$ cat src/design/bau_pkg.sv
package bau_pkg;
	localparam int DATA_W     = 8;
	localparam int FADDR_W    = 5;
	localparam int FILE_DEPTH = 32;
	localparam int BUS_ADDR_W = 6;

	// register bus map
	localparam logic [5:0] OFF_FILE_BASE = 6'h00;
	localparam logic [5:0] OFF_ACC       = 6'h20;
	localparam logic [5:0] OFF_STATUS    = 6'h21;
	localparam logic [5:0] OFF_DIR_A     = 6'h22;
	localparam logic [5:0] OFF_DIR_B     = 6'h23;

	// status register bit positions
	localparam int STAT_C_BIT  = 0;
	localparam int STAT_DC_BIT = 1;
	localparam int STAT_Z_BIT  = 2;

	// operand values that select a direction register
	localparam logic [4:0] DIR_SEL_A = 5'h06;
	localparam logic [4:0] DIR_SEL_B = 5'h07;

	// reset values
	localparam logic [7:0] ACC_RST  = 8'h00;
	localparam logic [7:0] FILE_RST = 8'h00;
	localparam logic [7:0] DIR_RST  = 8'hFF;
	localparam logic       FLAG_RST = 1'b0;

	typedef enum logic [2:0] {
		OP_ROTATE_LEFT,
		OP_ROTATE_RIGHT,
		OP_SUB_ACC_FROM_REG,
		OP_NIBBLE_EXCHANGE,
		OP_XOR_REGISTER,
		OP_XOR_IMMEDIATE,
		OP_DIR_LOAD
	} bau_op_t;
endpackage

$ cat src/design/bau_alu_top.sv
`timescale 1ns/1ps
`default_nettype none
module bau_alu_top #(
	parameter int FILE_DEPTH = bau_pkg::FILE_DEPTH
) (
	// clock and reset
	input  wire logic                           mclk,
	input  wire logic                           srst,
	// instruction issue
	input  wire logic                           op_valid,
	input  wire bau_pkg::bau_op_t               op_code,
	input  wire logic [bau_pkg::FADDR_W-1:0]    op_addr,
	input  wire logic                           op_dest,
	input  wire logic [bau_pkg::DATA_W-1:0]     op_lit,
	// register port
	input  wire logic [bau_pkg::BUS_ADDR_W-1:0] bus_addr,
	input  wire logic [bau_pkg::DATA_W-1:0]     bus_wdata,
	input  wire logic                           bus_wr,
	input  wire logic                           bus_rd,
	output logic [bau_pkg::DATA_W-1:0]          bus_rdata,
	// datapath state
	output logic                                op_done,
	output logic [bau_pkg::DATA_W-1:0]          acc_out,
	output logic                                carry_flag,
	output logic                                digit_carry_flag,
	output logic                                zero_flag,
	output logic [bau_pkg::DATA_W-1:0]          port_direction_a,
	output logic [bau_pkg::DATA_W-1:0]          port_direction_b
);
	import bau_pkg::*;

	logic [7:0] file_mem_ff [FILE_DEPTH];
	logic [7:0] acc_ff;
	logic       c_ff;
	logic       dc_ff;
	logic       z_ff;
	logic [7:0] dir_a_ff;
	logic [7:0] dir_b_ff;
	logic [7:0] rdata_ff;
	logic       done_ff;

	logic [7:0] src;
	logic [7:0] res;
	logic       res_valid;
	logic       c_new;
	logic       dc_new;
	logic       z_new;
	logic       upd_c;
	logic       upd_dc;
	logic       upd_z;
	logic       wr_acc;
	logic       wr_file;
	logic       flag_c;
	logic       flag_dc;
	logic       flag_z;
	logic [7:0] status_rd;

	// bus address decoding, shared by the write and read paths
	function automatic logic is_file_addr(input logic [5:0] a);
		return (a[5] == 1'b0);
	endfunction

	function automatic logic [4:0] file_index(input logic [5:0] a);
		return a[4:0];
	endfunction

	// the addressed file register is the source for register operations
	assign src = file_mem_ff[op_addr];

	bau_exec_unit u_exec (
		.op        (op_code),
		.src       (src),
		.acc       (acc_ff),
		.lit       (op_lit),
		.carry_in  (c_ff),
		.res       (res),
		.res_valid (res_valid),
		.c_out     (c_new),
		.dc_out    (dc_new),
		.z_out     (z_new),
		.upd_c     (upd_c),
		.upd_dc    (upd_dc),
		.upd_z     (upd_z)
	);

	// destination steering; the immediate form always lands in acc
	always_comb begin
		wr_acc  = 1'b0;
		wr_file = 1'b0;
		if (op_valid && res_valid) begin
			if (op_code == OP_XOR_IMMEDIATE) begin
				wr_acc = 1'b1;
			end else if (op_dest) begin
				wr_file = 1'b1;
			end else begin
				wr_acc = 1'b1;
			end
		end
	end

	// file registers: an instruction write beats a bus write
	generate
		for (genvar g = 0; g < FILE_DEPTH; g++) begin : g_file
			always_ff @(posedge mclk) begin
				if (srst) begin
					file_mem_ff[g] <= FILE_RST;
				end else if (wr_file && op_addr == 5'(g)) begin
					file_mem_ff[g] <= res;
				end else if (bus_wr && is_file_addr(bus_addr)
					&& file_index(bus_addr) == 5'(g)) begin
					file_mem_ff[g] <= bus_wdata;
				end
			end
		end
	endgenerate

	// accumulator
	always_ff @(posedge mclk) begin
		if (srst) begin
			acc_ff <= ACC_RST;
		end else if (wr_acc) begin
			acc_ff <= res;
		end else if (bus_wr && bus_addr == OFF_ACC) begin
			acc_ff <= bus_wdata;
		end
	end

	// status flags: a hardware update wins over a software write
	assign flag_c  = bus_wdata[STAT_C_BIT];
	assign flag_dc = bus_wdata[STAT_DC_BIT];
	assign flag_z  = bus_wdata[STAT_Z_BIT];

	always_ff @(posedge mclk) begin
		if (srst) begin
			c_ff <= FLAG_RST;
		end else if (op_valid && upd_c) begin
			c_ff <= c_new;
		end else if (bus_wr && bus_addr == OFF_STATUS) begin
			c_ff <= flag_c;
		end
	end

	always_ff @(posedge mclk) begin
		if (srst) begin
			dc_ff <= FLAG_RST;
		end else if (op_valid && upd_dc) begin
			dc_ff <= dc_new;
		end else if (bus_wr && bus_addr == OFF_STATUS) begin
			dc_ff <= flag_dc;
		end
	end

	always_ff @(posedge mclk) begin
		if (srst) begin
			z_ff <= FLAG_RST;
		end else if (op_valid && upd_z) begin
			z_ff <= z_new;
		end else if (bus_wr && bus_addr == OFF_STATUS) begin
			z_ff <= flag_z;
		end
	end

	// direction registers; other operand values are ignored
	always_ff @(posedge mclk) begin
		if (srst) begin
			dir_a_ff <= DIR_RST;
		end else if (op_valid && op_code == OP_DIR_LOAD
			&& op_addr == DIR_SEL_A) begin
			dir_a_ff <= acc_ff;
		end else if (bus_wr && bus_addr == OFF_DIR_A) begin
			dir_a_ff <= bus_wdata;
		end
	end

	always_ff @(posedge mclk) begin
		if (srst) begin
			dir_b_ff <= DIR_RST;
		end else if (op_valid && op_code == OP_DIR_LOAD
			&& op_addr == DIR_SEL_B) begin
			dir_b_ff <= acc_ff;
		end else if (bus_wr && bus_addr == OFF_DIR_B) begin
			dir_b_ff <= bus_wdata;
		end
	end

	// completion pulse, one cycle after each accepted instruction
	always_ff @(posedge mclk) begin
		if (srst) begin
			done_ff <= 1'b0;
		end else begin
			done_ff <= op_valid;
		end
	end

	// status image, unused bits read as zero
	always_comb begin
		status_rd              = 8'h00;
		status_rd[STAT_C_BIT]  = c_ff;
		status_rd[STAT_DC_BIT] = dc_ff;
		status_rd[STAT_Z_BIT]  = z_ff;
	end

	// read data: valid the cycle after the strobe, zero otherwise
	always_ff @(posedge mclk) begin
		if (srst) begin
			rdata_ff <= 8'h00;
		end else if (bus_rd) begin
			if (is_file_addr(bus_addr)) begin
				rdata_ff <= file_mem_ff[file_index(bus_addr)];
			end else if (bus_addr == OFF_ACC) begin
				rdata_ff <= acc_ff;
			end else if (bus_addr == OFF_STATUS) begin
				rdata_ff <= status_rd;
			end else if (bus_addr == OFF_DIR_A) begin
				rdata_ff <= dir_a_ff;
			end else if (bus_addr == OFF_DIR_B) begin
				rdata_ff <= dir_b_ff;
			end else begin
				rdata_ff <= 8'h00; // unmapped
			end
		end else begin
			rdata_ff <= 8'h00;
		end
	end

	// outputs straight from flip-flops
	assign bus_rdata        = rdata_ff;
	assign op_done          = done_ff;
	assign acc_out          = acc_ff;
	assign carry_flag       = c_ff;
	assign digit_carry_flag = dc_ff;
	assign zero_flag        = z_ff;
	assign port_direction_a = dir_a_ff;
	assign port_direction_b = dir_b_ff;
endmodule // bau_alu_top
`default_nettype wire

$ cat src/design/bau_exec_unit.sv
`timescale 1ns/1ps
`default_nettype none
module bau_exec_unit (
	// operation and operands
	input  wire bau_pkg::bau_op_t op,
	input  wire logic [7:0]       src,
	input  wire logic [7:0]       acc,
	input  wire logic [7:0]       lit,
	input  wire logic             carry_in,
	// result and flag updates
	output logic [7:0]            res,
	output logic                  res_valid,
	output logic                  c_out,
	output logic                  dc_out,
	output logic                  z_out,
	output logic                  upd_c,
	output logic                  upd_dc,
	output logic                  upd_z
);
	import bau_pkg::*;

	logic [8:0] diff_full;
	logic [4:0] diff_low;

	// adding the inverted accumulator plus one gives carry = no borrow
	assign diff_full = {1'b0, src} + {1'b0, ~acc} + 9'h001;
	assign diff_low  = {1'b0, src[3:0]} + {1'b0, ~acc[3:0]} + 5'h01;

	// result and flag selection per operation
	always_comb begin
		res       = 8'h00;
		res_valid = 1'b1;
		c_out     = 1'b0;
		dc_out    = 1'b0;
		z_out     = 1'b0;
		upd_c     = 1'b0;
		upd_dc    = 1'b0;
		upd_z     = 1'b0;
		unique case (op)
			OP_ROTATE_LEFT: begin
				res   = {src[6:0], carry_in};
				c_out = src[7];
				upd_c = 1'b1;
			end
			OP_ROTATE_RIGHT: begin
				res   = {carry_in, src[7:1]};
				c_out = src[0];
				upd_c = 1'b1;
			end
			OP_SUB_ACC_FROM_REG: begin
				res    = diff_full[7:0];
				c_out  = diff_full[8];
				dc_out = diff_low[4];
				z_out  = (diff_full[7:0] == 8'h00);
				upd_c  = 1'b1;
				upd_dc = 1'b1;
				upd_z  = 1'b1;
			end
			OP_NIBBLE_EXCHANGE: begin
				res = {src[3:0], src[7:4]};
			end
			OP_XOR_REGISTER: begin
				res   = acc ^ src;
				z_out = ((acc ^ src) == 8'h00);
				upd_z = 1'b1;
			end
			OP_XOR_IMMEDIATE: begin
				res = acc ^ lit;
			end
			OP_DIR_LOAD: begin
				// no data result, the top copies the accumulator itself
				res_valid = 1'b0;
			end
			default: begin
				// a 3-bit code can hold an unused value
				res_valid = 1'b0;
			end
		endcase
	end
endmodule // bau_exec_unit
`default_nettype wire

$ cat config.mk
export PLATFORM = sky130hd
export DESIGN_NAME = bau_alu_top
export DESIGN_NICKNAME = d
export VERILOG_FILES = /design/src/design/bau_pkg.sv /design/src/design/bau_alu_top.sv /design/src/design/bau_exec_unit.sv
export SDC_FILE = /design/constraint.sdc
export NUM_CORES = 1
export LEC_CHECK = 0
export ABC_AREA = 1
export ABC_CLOCK_PERIOD_IN_PS = 4200
export BUFFER_PORTS_ARGS = -buffer_cell sky130_fd_sc_hd__buf_2
export CORE_MARGIN = 2
export CORE_UTILIZATION = 27
export CTS_BUF_LIST = sky130_fd_sc_hd__clkbuf_8
export DETAILED_ROUTE_END_ITERATION = 8
export PLACE_DENSITY = 0.45
export SYNTH_ARGS = -nofsm -noshare
export SYNTH_HDL_FRONTEND = slang
export SYNTH_HIERARCHICAL = 1
export SYNTH_SLANG_ARGS = --single-unit
$ cat constraint.sdc
create_clock -name mclk -period 4.2 [get_ports mclk]
set_input_delay 0.84 -clock mclk [delete_from_list [all_inputs] [get_ports mclk]]
set_output_delay 0.84 -clock mclk [all_outputs]
set_load 0.03 [all_outputs]
==> key figures, run 1 <==
Critical path
  • WS Path Type: in2reg
  • Worst EP required: 4630 ps
  • Worst-path cell chain: buf_2 -> nand2_1 -> buf_4 -> o21ai_0 -> o21ai_0 -> nand2_1 -> nor3_1 -> buf_4 -> nor2_1 -> ha_1 -> buf_4 -> nand2_1 -> nand2_1 -> nand3_1 -> nand2_1 -> nand2_1 -> nand2_1 -> nand2_1 -> nand4_1 -> buf_12 -> buf_12 -> nand2_1 -> nand2_1
  • CP max stage delay: 420 ps
  • CP endpoint kind: flop
  • CP max FO: 20
  • Crit path buffers/inverters: 6
  • Top delay family on crit path: simple AND/OR/NAND/NOR gates
  • WP data arrival: 4420 ps
  • Slowest-stage cell, CP: o21ai_0
  • Cell mode on critical path: nand2_1
  • Startpoint types: primary input

Power and ir drop
  • Overall Power: 7950 uW
  • Max IR drop VDD: 0.000202 V
  • Leak: 0.0106 uW
  • P per Cell Area: 333 nW/um^2

Die
  • Num rows: 98
  • Die height: 273 um
  • Initial core utilization: 0.273
  • IO Pins: 72
  • Area of the die: 74500 sq um
  • Die Wd: 273 um
  • Core Area: 71600 sq um

Place
  • Detailed placement HPWL: 72900 um
  • I/O Buffers: 71
  • GP Congestion: 0.972
  • Placed Area: 22700 sq um

Global route
  • Largest net degree at the start of global routing: 50
  • Tot GR Track Use: 0.266
  • First-pass GRT wire length: 144000 um
  • Vias in the first global route: 20398
  • GRT Residual Overflow: 0
  • Initial antenna violation count: 2

Min path
  • Hold Crit Class: in2reg

Synthesis
  • Ys Warns: 6
  • Post-Syn Area per Cell: 7.08 sq um
  • Dominant synthesized flop cell: edfxtp_1
  • Post-synthesis compound-gate area fraction: 0.120
  • EDFF count, synth: 256
  • Simple-gate share of the synthesized area: 0.370
  • Area leader, netlist: edfxtp_1
  • Area share of fa/ha/maj cells after synthesis: 0.00679
  • Top-area cell type share of the netlist area: 0.394
  • Main area contributors after synthesis: edfxtp_1, nand2_1, nand3_1, o21ai_0, dfxtp_1
  • Synth Net Count: 2804
  • XOR/XNOR share of the synthesized area: 0.00404
  • #FFs+latches synth: 292
  • Fraction of registers with async set/reset: 0
  • Largest family of logic cells by synthesized area: simple AND/OR/NAND/NOR gates
  • Seq/Total Area, Yosys: 0.431
  • Post-synthesis mux area share: 0
  • Distinct cells, synth: 45
  • Cells after Synth: 2758
  • Post-Syn Area: 19500 sq um

Final layout
  • Filler Cell Count: 7702
  • Final Instance Area: 23800 sq um
  • Area growth syn-to-layout: 22.0%
  • Final design utilization: 0.333
  • Layout cells sized above 1: 0.167
  • Register area: 8410 sq um
  • Nets: 3039
  • Area taken by multi-input logic gates: 9900 sq um

Timing
  • Peak Freq: 0.250 GHz
  • RSZ-0062 raised after global routing: false
  • Max Slew Vio Count: 0
  • Slew HR: 0.231
  • Skew final: 39.3 ps
  • Total negative slack: 0 ps
  • Period utilisation layout: 0.952
  • Worst-margin pin slew: 1150 ps
  • Setup Viol. Count Final: 0
  • Endpoints failing hold: 0
  • Period minus WS final: 4000 ps

Clock network
  • CTS max path bufs: 3
  • Inserted Clock Buffers: 58
  • # hold bufs at CTS: 0
  • Root buf cell: clkbuf_8
  • H-tree levels: 2
  • Insertion delay to the later sink of the worst-skew pair: 710 ps
  • CTS Sinks: 292
  • CTS tree: done
  • Clock transition at path regs: 50 ps

Detailed routing
  • Vias: 21325
  • Routed wire length: 101000 um
  • Number of DRC markers in iteration 0: 2622
  • Via density per instance: 5.34
  • Post-route DRC: 0
  • WL per Instance: 25.3 um
  • Post-DRT Antenna Nets: 0
  • 1st-pass router iterations: 6

Job
  • Max Cap Viol: 0

Status
  • Status: finished clean
==> worst register-to-register path, cell delays in order (launching register included) <==
cell	delay (ps)
edfxtp_1	420
a22oi_1	220
nand2_1	80
nand2_1	80
nand3_1	200
nor3_1	300
nor2_1	130
buf_4	160
inv_1	60
ha_1	140
inv_1	40
fa_1	420
nand2_1	100
nand2_1	70
nand3_1	120
nand2_1	70
nand2_1	60
nand2_1	70
nand2_1	60
nand4_1	150
buf_12	220
buf_12	150
nand2_1	70
nand2_1	60
==> Yosys cell counts (2+ instances only) <==
cell and count:
a21oi_1 73, a22oi_1 79, a31oi_1 8, a31oi_2 15, buf_1 27, buf_2 45, buf_4 4, clkbuf_1 78
clkinv_1 3, dfxtp_1 36, edfxtp_1 256, ha_1 9, inv_1 156, inv_2 13, nand2_1 1210, nand2_2 6
nand3_1 222, nand3b_1 5, nand4_1 48, nor2_1 167, nor2_2 20, nor2_4 6, nor3_1 17, nor3_2 24
nor3_4 2, o2111ai_1 7, o211ai_1 7, o21ai_0 176, o21ai_1 6, o22ai_1 11, xnor2_1 2, xor2_1 7
==> state kept, by name (all words and copies together) (netlist names) <==
signal,cells
file_mem_ff,256
acc_out,8
bus_rdata,8
port_direction_a,8
port_direction_b,8
carry_flag,1
digit_carry_flag,1
op_done,1
zero_flag,1
==> repair_timing <==
item	in CTS	in global routing
setup buffers	0	0
hold endpoints to repair	0	0
setup endpoints to repair	0	99
resized for setup	0	6
==> metal layers <==
| metal | track usage | vias to the layer above | wire length [um] | share of wire |
|---|---|---|---|---|
| met4 | 0.125 | 0 | 5030 | 0.050 |
| met5 | 0 | - | 0 | 0 |
| met3 | 0.0550 | 274 | 10300 | 0.10 |
| li1 | - | 9662 | - | - |
| met1 | 0.349 | 10142 | 40600 | 0.40 |
| met2 | 0.418 | 1247 | 45000 | 0.45 |
==> cell families (layout without fill, tap and decap cells) <==
kind of cell | after synthesis | count (layout)
buf+inv | 329 | 610
other cells | 0 | 1
xor+xnor | 9 | 9
fa+ha+maj | 10 | 10
compound gates | 388 | 388
flops | 292 | 292
simple gates | 1730 | 1730
==> through the flow <==
stage	hold slack (ps)	instances	setup slack, ps
after global placement	487	3883	-605
final	447	3990	202
after global routing	479	3990	12.2
after floorplan	615	2758	459
after CTS	413	3989	115
after detailed placement	492	3883	-589
==> where the power goes <==
| part | internal, uW | switching, uW | leakage, uW |
|---|---|---|---|
| Clock | 1460 | 1400 | 0.000640 |
| Combinational | 528 | 1220 | 0.00700 |
| Sequential | 3260 | 76.8 | 0.00294 |
| Total | 5250 | 2690 | 0.0106 |
==> cell type report <==
type / instances / area share
clock buffers: 65 / 0.0375
multi-input cells: 2137 / 0.416
inverters: 173 / 0.0273
well taps: 950 / 0.0499
clock inverters: 41 / 0.00824
diodes: 1 / 0.000105
repair buffers: 331 / 0.109
flip-flops and latches: 292 / 0.353
==> layout by cell type, fill, tap and decap left out, drive strengths merged, types with 48 or more instances in the layout <==
cell type and instances:
a22oi 79, buf 331, a21oi 74, inv 192, nand2 1217, edfxtp 256
clkbuf 65, nand3 223, nand4 48, o21ai 182, nor2 193
==> worst paths after layout <==
path,from,endpoint,slack [ps],depth (start not counted)
hold / removal,op_valid,op_done,450,3
setup reg to reg,file_mem_ff[12][0],file_mem_ff[11][6],480,23
hold reg to reg,port_direction_a[4],port_direction_a[4],520,2
setup / recovery,op_addr[0],file_mem_ff[11][6],200,23
(Power assumes the default switching activity.)
==> run 2, diff against run 1 <==
--- a/config.mk
+++ b/config.mk
@@ -5,14 +5,13 @@
 export SDC_FILE = /design/constraint.sdc
 export NUM_CORES = 1
 export LEC_CHECK = 0
-export ABC_AREA = 1
 export ABC_CLOCK_PERIOD_IN_PS = 4200
 export BUFFER_PORTS_ARGS = -buffer_cell sky130_fd_sc_hd__buf_2
 export CORE_MARGIN = 2
 export CORE_UTILIZATION = 27
 export CTS_BUF_LIST = sky130_fd_sc_hd__clkbuf_8
 export DETAILED_ROUTE_END_ITERATION = 8
-export PLACE_DENSITY = 0.45
+export SKIP_CTS_REPAIR_TIMING = 1
 export SYNTH_ARGS = -nofsm -noshare
 export SYNTH_HDL_FRONTEND = slang
 export SYNTH_HIERARCHICAL = 1
==> run 2 against run 1 <==
Net effect: the run now ends with negative setup slack left; critical endpoint is now file_mem_ff[13][4]; via count down 27%; combinational power up 11%; count of clock-buffer cells in the layout down 13; area after synthesis down 4.0%; fmax down 8.2%; cell area down 3.3%; hold slack better by 110 ps; die area down 3.9%; clock skew down 2.7 ps; sequential share of layout area up 1.2 points; critical path depth down 6; clock power down 9.4%.
==> key figures, run 2 <==
Status
  • Status: complete, but fails checks
  • Failing checks: negative setup slack

Critical path
  • WS Path Type: in2reg
  • Startpoint types: primary input
  • Worst EP required: 4540 ps (-90 ps)
  • WP data arrival: 4700 ps (+280 ps)
  • Top delay family on crit path: multiplexers
  • Crit path buffers/inverters: 7 (+1)
  • Worst reg2reg startpoint: file_mem_ff[12][4]
  • Slowest-stage cell, CP: mux4_2
  • Worst-path cell chain: buf_12 -> buf_12 -> buf_8 -> mux4_2 -> mux4_2 -> mux2_4 -> inv_4 -> ha_4 -> inv_2 -> fa_2 -> a21o_1 -> a21oi_2 -> xor2_1 -> o21ai_4 -> buf_12 -> clkbuf_16 -> a22o_1
  • CP max FO: 8 (-60%)
  • CP endpoint kind: flop
  • Cell mode on critical path: buf_12
  • CP max stage delay: 560 ps (+140 ps)
  • Critical path origin: op_addr[0]

Timing
  • Slew HR: 0.111 (-0.120)
  • Max Slew Vio Count: 0 (unchanged)
  • Worst-margin pin slew: 1320 ps (+170 ps)
  • RSZ-0062 raised after global routing: true
  • Skew final: 36.6 ps (-2.73 ps)
  • Period utilisation layout: 1.04 (+0.0856)
  • Hold Slack: 562 ps (+114 ps)
  • Endpoints failing hold: 0 (unchanged)
  • Setup WS post-layout: -158 ps (-359 ps)
  • Setup Viol. Count Final: 158 (+158)
  • Peak Freq: 0.229 GHz (-8.2%)
  • Total negative slack: -10510 ps (-10510 ps)
  • Period minus WS final: 4360 ps (+359 ps)

Detailed routing
  • Post-DRT Antenna Nets: 0 (unchanged)
  • Via density per instance: 5.94 (+11%)
  • Routed wire length: 71500 um (-29%)
  • Post-route DRC: 0 (unchanged)
  • WL per Instance: 27.1 um (+7.4%)
  • Vias: 15651 (-27%)
  • Number of DRC markers in iteration 0: 2206 (-16%)
  • 1st-pass router iterations: 5 (-1)

Synthesis
  • EDFF count, synth: 256 (unchanged)
  • Area leader, netlist: edfxtp_1
  • Top-area cell type share of the netlist area: 0.410 (+0.0162)
  • Post-Syn Area per Cell: 12.6 sq um (+78%)
  • Main area contributors after synthesis: edfxtp_1, mux4_2, a22o_1, dfxtp_1, clkbuf_1
  • Cells after Synth: 1487 (-46%)
  • Seq/Total Area, Yosys: 0.448 (+0.0177)
  • Post-Syn Area: 18800 sq um (-4.0%)
  • Ys Warns: 6 (unchanged)
  • Synth Net Count: 1533 (-45%)
  • Dominant synthesized flop cell: edfxtp_1
  • Distinct cells, synth: 78 (+73%)
  • Post-synth top cells: a22o_1, edfxtp_1, mux4_2, clkbuf_1, nor2_1
  • #FFs+latches synth: 292 (unchanged)
  • Fraction of registers with async set/reset: 0 (unchanged)

Clock network
  • Insertion delay to the later sink of the worst-skew pair: 620 ps (-90 ps)
  • H-tree levels: 2 (unchanged)
  • Root buf cell: clkbuf_8
  • Inserted Clock Buffers: 49 (-16%)
  • CTS tree: done
  • CTS Sinks: 292 (unchanged)
  • Clock transition at path regs: 60 ps (about the same)
  • CTS max path bufs: 3 (unchanged)

Die
  • Die Wd: 268 um (-2.0%)
  • Die height: 268 um (-2.0%)
  • IO Pins: 72 (unchanged)
  • Num rows: 96 (-2.0%)
  • Core Area: 68700 sq um (-4.1%)
  • Area of the die: 71600 sq um (-3.9%)
  • Initial core utilization: 0.273 (+0.000287)

Place
  • Placed Area: 21400 sq um (-5.9%)
  • GP Congestion: 0.943 (-3.0%)
  • Detailed placement HPWL: 51000 um (-30%)
  • I/O Buffers: 71 (unchanged)

Global route
  • GR Layer Usage met2: 0.315 (-0.103)
  • Initial antenna violation count: 0 (-2)
  • Top Usage Layer GRT: met2
  • Largest net degree at the start of global routing: 77 (+54%)
  • Tot GR Track Use: 0.190 (-0.0761)
  • First-pass GRT wire length: 102000 um (-29%)
  • M1 GR Usage: 0.249 (-0.0998)
  • Vias in the first global route: 15148 (-26%)
  • GRT Residual Overflow: 0 (unchanged)
  • Met3 global-route usage: 0.0313 (-0.0237)

Final layout
  • Filler Cell Count: 6760 (-12%)
  • Most flops, register: file_mem_ff
  • Commonest cells after routing, fill and taps aside: a22o_1, edfxtp_1, buf_4, mux4_2, buf_2
  • Max FFs per register: 256 (unchanged)
  • Nets: 1708 (-44%)
  • Final Instance Area: 23100 sq um (-3.3%)
  • Layout cells sized above 1: 0.355 (+0.188)
  • Area growth syn-to-layout: 22.9%

Power and ir drop
  • P per Cell Area: 341 nW/um^2 (+2.3%)
  • P_sw: 2440 uW (-9.3%)
  • Comb pwr share: 0.247 (+0.027)
  • Clock power share: 0.329 (-0.031)
  • Cell Int Power: 5420 uW (+3.2%)
  • Switching Share: 0.311 (-0.0283)
  • Max IR drop VDD: 0.000202 V (+0.46%)
  • Seq pwr share: 0.424 (+0.004)
  • Leak: 0.00833 uW (-21%)
  • Overall Power: 7860 uW (-1.1%)

Min path
  • Hold Crit Class: in2reg
  • Worst Hold Launch: op_valid

Job
  • Max Cap Viol: 0 (unchanged)
-- run 2: layout make-up --
| class | count | area, sq um | share of cell area |
|---|---|---|---|
| inverter | 41 | 158 | 0.00684 |
| timing repair buffer | 295 | 2500 | 0.109 |
| multi-input combinational | 983 | 9830 | 0.427 |
| tap | 931 | 1160 | 0.0505 |
| sequential | 292 | 8410 | 0.365 |
| antenna | 1 | 2.50 | 0.000109 |
| clock inverter | 40 | 267 | 0.0116 |
| clock buffer | 52 | 716 | 0.0310 |
-- run 2: worst reg2reg max path: cells and delay by family (launching register included) --
kind,cells,cell delay [ps]
mux,4,1560
flops,1,450
buf+inv,4,660
fa+ha+maj,1,250
compound gates,3,770
simple gates,2,320
-- run 2: power groups by stage --
stage / clock [uW] / combinational, uW / sequential [uW]
finish: 2590 / 1940 / 3330
global route: 2720 / 2010 / 3340
CTS: 2610 / 1680 / 3330
detailed placement: 0 / 1670 / 3390
global placement: 0 / 1660 / 3380
floorplan: 0 / 976 / 3380
-- run 2: cells by family (layout without fill, tap and decap cells) --
group,count (synthesis),in the layout,synth area share
other,0,1,0
AOI/OAI and AO/OA,516,516,0.227
and+or+nand+nor,255,255,0.0730
adders and majority gates,10,10,0.00707
buffers and inverters,212,428,0.0478
xor gates and xnor gates,13,13,0.00607
muxes,189,189,0.191
DFF,292,292,0.448
-- run 2: final timing paths --
check        slack (ps)            endpoint  cells after the start
max reg2reg          10  file_mem_ff[16][5]                     14
min                 560             op_done                      2
min reg2reg         610    digit_carry_flag                      2
max                -160  file_mem_ff[13][4]                     17
-- run 2: stage by stage --
step           cells  worst slack [ps]   util
2_1_floorplan   1487              -354      -
3_3_place_gp    2511              -828  0.311
3_5_place_dp    2511              -832  0.311
4_1_cts         2603              -217  0.325
5_1_grt         2634              -227  0.335
6_report        2635              -158  0.336
-- run 2: routing by layer --
| metal | wire length (um) | part of all wire | up-vias |
|---|---|---|---|
| met2 | 33700 | 0.47 | 1035 |
| met1 | 28000 | 0.39 | 7940 |
| li1 | - | - | 6495 |
| met4 | 2840 | 0.040 | 0 |
| met5 | 0 | 0 | - |
| met3 | 6990 | 0.098 | 181 |
==> run 3, diff against run 2 <==
--- a/config.mk
+++ b/config.mk
@@ -5,6 +5,7 @@
 export SDC_FILE = /design/constraint.sdc
 export NUM_CORES = 1
 export LEC_CHECK = 0
+export ABC_AREA = 1
 export ABC_CLOCK_PERIOD_IN_PS = 4200
 export BUFFER_PORTS_ARGS = -buffer_cell sky130_fd_sc_hd__buf_2
 export CORE_MARGIN = 2
==> run 3 against run 2 <==
Net effect: the run now ends clean; die area grew 4.1%; clock power grew 9.3%; sequential power about the same; global-route usage up 5.5 points; sequential share of layout area down 0.78 points; register-to-register slack better by 500 ps; critical endpoint is now file_mem_ff[6][6]; highest routed layer is now met5.
==> key figures, run 3 (synthesized netlist as in run 1, its figures left out) <==
Detailed routing
  • WL per Instance: 23.6 um (-13%)
  • Routed wire length: 93500 um (+31%)
  • Vias: 21330 (+36%)
  • Number of DRC markers in iteration 0: 2654 (+20%)
  • Post-route DRC: 0 (unchanged)
  • Via density per instance: 5.39 (-9.2%)
  • 1st-pass router iterations: 6 (+1)
  • Post-DRT Antenna Nets: 0 (unchanged)

Clock network
  • CTS max path bufs: 3 (unchanged)
  • Clock transition at path regs: 60 ps (about the same)
  • Insertion delay to the later sink of the worst-skew pair: 690 ps (+70 ps)
  • CTS tree: done
  • CTS Sinks: 292 (unchanged)
  • Root buf cell: clkbuf_8
  • Inserted Clock Buffers: 55 (+12%)
  • H-tree levels: 2 (unchanged)

Timing
  • Setup WS post-layout: 75.0 ps (+233 ps)
  • Skew final: 34.5 ps (-2.10 ps)
  • Period utilisation layout: 0.982 (-0.0554)
  • Peak Freq: 0.242 GHz (+5.6%)
  • RSZ-0062 raised after global routing: false
  • Setup Viol. Count Final: 0 (-100%)
  • Max Slew Vio Count: 0 (unchanged)
  • Hold Slack: 468 ps (-94.1 ps)
  • Slew HR: 0.129 (+0.0175)
  • Worst-margin pin slew: 1290 ps (-29.8 ps)
  • Period minus WS final: 4120 ps (-233 ps)
  • Endpoints failing hold: 0 (unchanged)

Power and ir drop
  • P per Cell Area: 333 nW/um^2 (-2.3%)
  • Clock power share: 0.361 (+0.032)
  • Max IR drop VDD: 0.000255 V (+26%)
  • P_sw: 2640 uW (+8.3%)
  • Seq pwr share: 0.426 (+0.002)
  • Switching Share: 0.337 (+0.0263)
  • Cell Int Power: 5200 uW (-4.0%)
  • Leak: 0.0104 uW (+24%)
  • Comb pwr share: 0.213 (-0.034)

Place
  • Detailed placement HPWL: 67800 um (+33%)
  • Pre-CTS WS: -705 ps (+127 ps)
  • Placed Area: 22400 sq um (+4.7%)
  • I/O Buffers: 71 (unchanged)
  • GP Congestion: 1.07 (+13%)

Critical path
  • WP data arrival: 4540 ps (-160 ps)
  • CP endpoint kind: flop
  • CP max FO: 13 (+5)
  • Startpoint types: primary input
  • WS Path Type: in2reg
  • Worst EP required: 4610 ps (+70 ps)

Global route
  • Vias in the first global route: 20222 (+33%)
  • Tot GR Track Use: 0.245 (+0.0550)
  • Initial antenna violation count: 1 (+1)
  • GRT Residual Overflow: 0 (unchanged)
  • Largest net degree at the start of global routing: 42 (-45%)
  • First-pass GRT wire length: 135000 um (+32%)

Die
  • Core Area: 71600 sq um (+4.2%)
  • Die Wd: 273 um (+2.0%)
  • Initial core utilization: 0.273 (-0.000287)
  • Num rows: 98 (+2.1%)
  • Die height: 273 um (+2.0%)
  • Area of the die: 74500 sq um (+4.1%)
  • IO Pins: 72 (unchanged)

Final layout
  • Nets: 3008 (+76%)
  • Commonest cells after routing, fill and taps aside: nand2_1, edfxtp_1, nand3_1, buf_4, o21ai_0
  • Filler Cell Count: 7782 (+15%)
  • Max FFs per register: 256 (unchanged)
  • Layout cells sized above 1: 0.161 (-0.194)
  • Area growth syn-to-layout: 20.6%
  • Most common library cell in the layout ignoring fill and taps: nand2_1
  • Antenna cell count: 0 (-1)
  • Most flops, register: file_mem_ff
  • Final Instance Area: 23600 sq um (+2.2%)
  • Final design utilization: 0.329 (-0.00658)

Min path
  • Hold Crit Class: in2reg

Status
  • Status: finished clean

Job
  • Max Cap Viol: 0 (unchanged)
==> run 3: cell types whose count changed in the layout (fill, tap and decap cells not counted), moves of 26 or more <==
cell      delta
a211oi_1    -40
a21oi_1     +41
a22o_1     -255
a22oi_1     +74
buf_4       +26
inv_1      +116
mux2i_1     -34
mux4_2     -133
nand2_1   +1164
nand3_1    +198
nand4_1     +44
nor2_1     +107
o21ai_0    +134
==> run 3: worst paths after layout <==
check	from	to	slack, ps	depth (start not counted)
setup reg to reg	file_mem_ff[15][0]	file_mem_ff[6][6]	510	24
hold / removal	op_valid	op_done	470	3
hold reg to reg	port_direction_a[7]	port_direction_a[7]	500	2
setup / recovery	op_addr[1]	file_mem_ff[6][6]	80	25
==> run 3: through the flow <==
| stage | setup TNS, ps | cells | power, uW |
|---|---|---|---|
| after floorplan | 0 | 2758 | 4110 |
| after global placement | -86700 | 3851 | 4960 |
| after detailed placement | -93910 | 3851 | 4960 |
| after CTS | -84.1 | 3953 | 7740 |
| after global routing | 0 | 3957 | 8020 |
| final | 0 | 3957 | 7850 |
==> run 3: worst max-delay path, stage by stage <==
cell       delay, ps
buf_2            220
inv_2             70
nor2_4           240
buf_4            310
buf_4            190
a22oi_1           80
a21oi_1          220
buf_4            150
nor3_1            50
buf_4            140
nor2_2           330
ha_1             330
buf_4            160
nand2_1           80
inv_1             50
nand3_1          120
nand2_1           70
nand2_1           60
nand2_1           60
nand2_1           60
nand4_1          150
buf_4            220
clkbuf_16        200
nand2_1           80
nand2_1           50
==> run 3: final cells by class <==
cell class	count	area, sq um	area share
clock buffer	61	840	0.0356
clock inverter	41	235	0.00999
inverter	173	651	0.0276
multi-input combinational	2137	9910	0.421
sequential	292	8410	0.357
tap	950	1190	0.0505
timing repair buffer	303	2320	0.0985
==> run 3: power groups by stage <==
| stage | Clock, uW | Combinational, uW | Sequential (uW) |
|---|---|---|---|
| 2_1_floorplan | 0 | 731 | 3380 |
| 3_3_place_gp | 0 | 1570 | 3400 |
| 3_5_place_dp | 0 | 1570 | 3400 |
| 4_1_cts | 2830 | 1570 | 3340 |
| 5_1_grt | 2940 | 1730 | 3350 |
| 6_report | 2830 | 1680 | 3340 |
==> run 3: routing by layer <==
layer / GRT usage / wire, um / part of all wire / up-vias
met5: 0 / 13 / 0.00014 / -
met1: 0.322 / 37500 / 0.40 / 10008
li1: - / - / - / 9605
met4: 0.115 / 4880 / 0.052 / 2
met3: 0.0489 / 10300 / 0.11 / 277
met2: 0.385 / 40900 / 0.44 / 1438
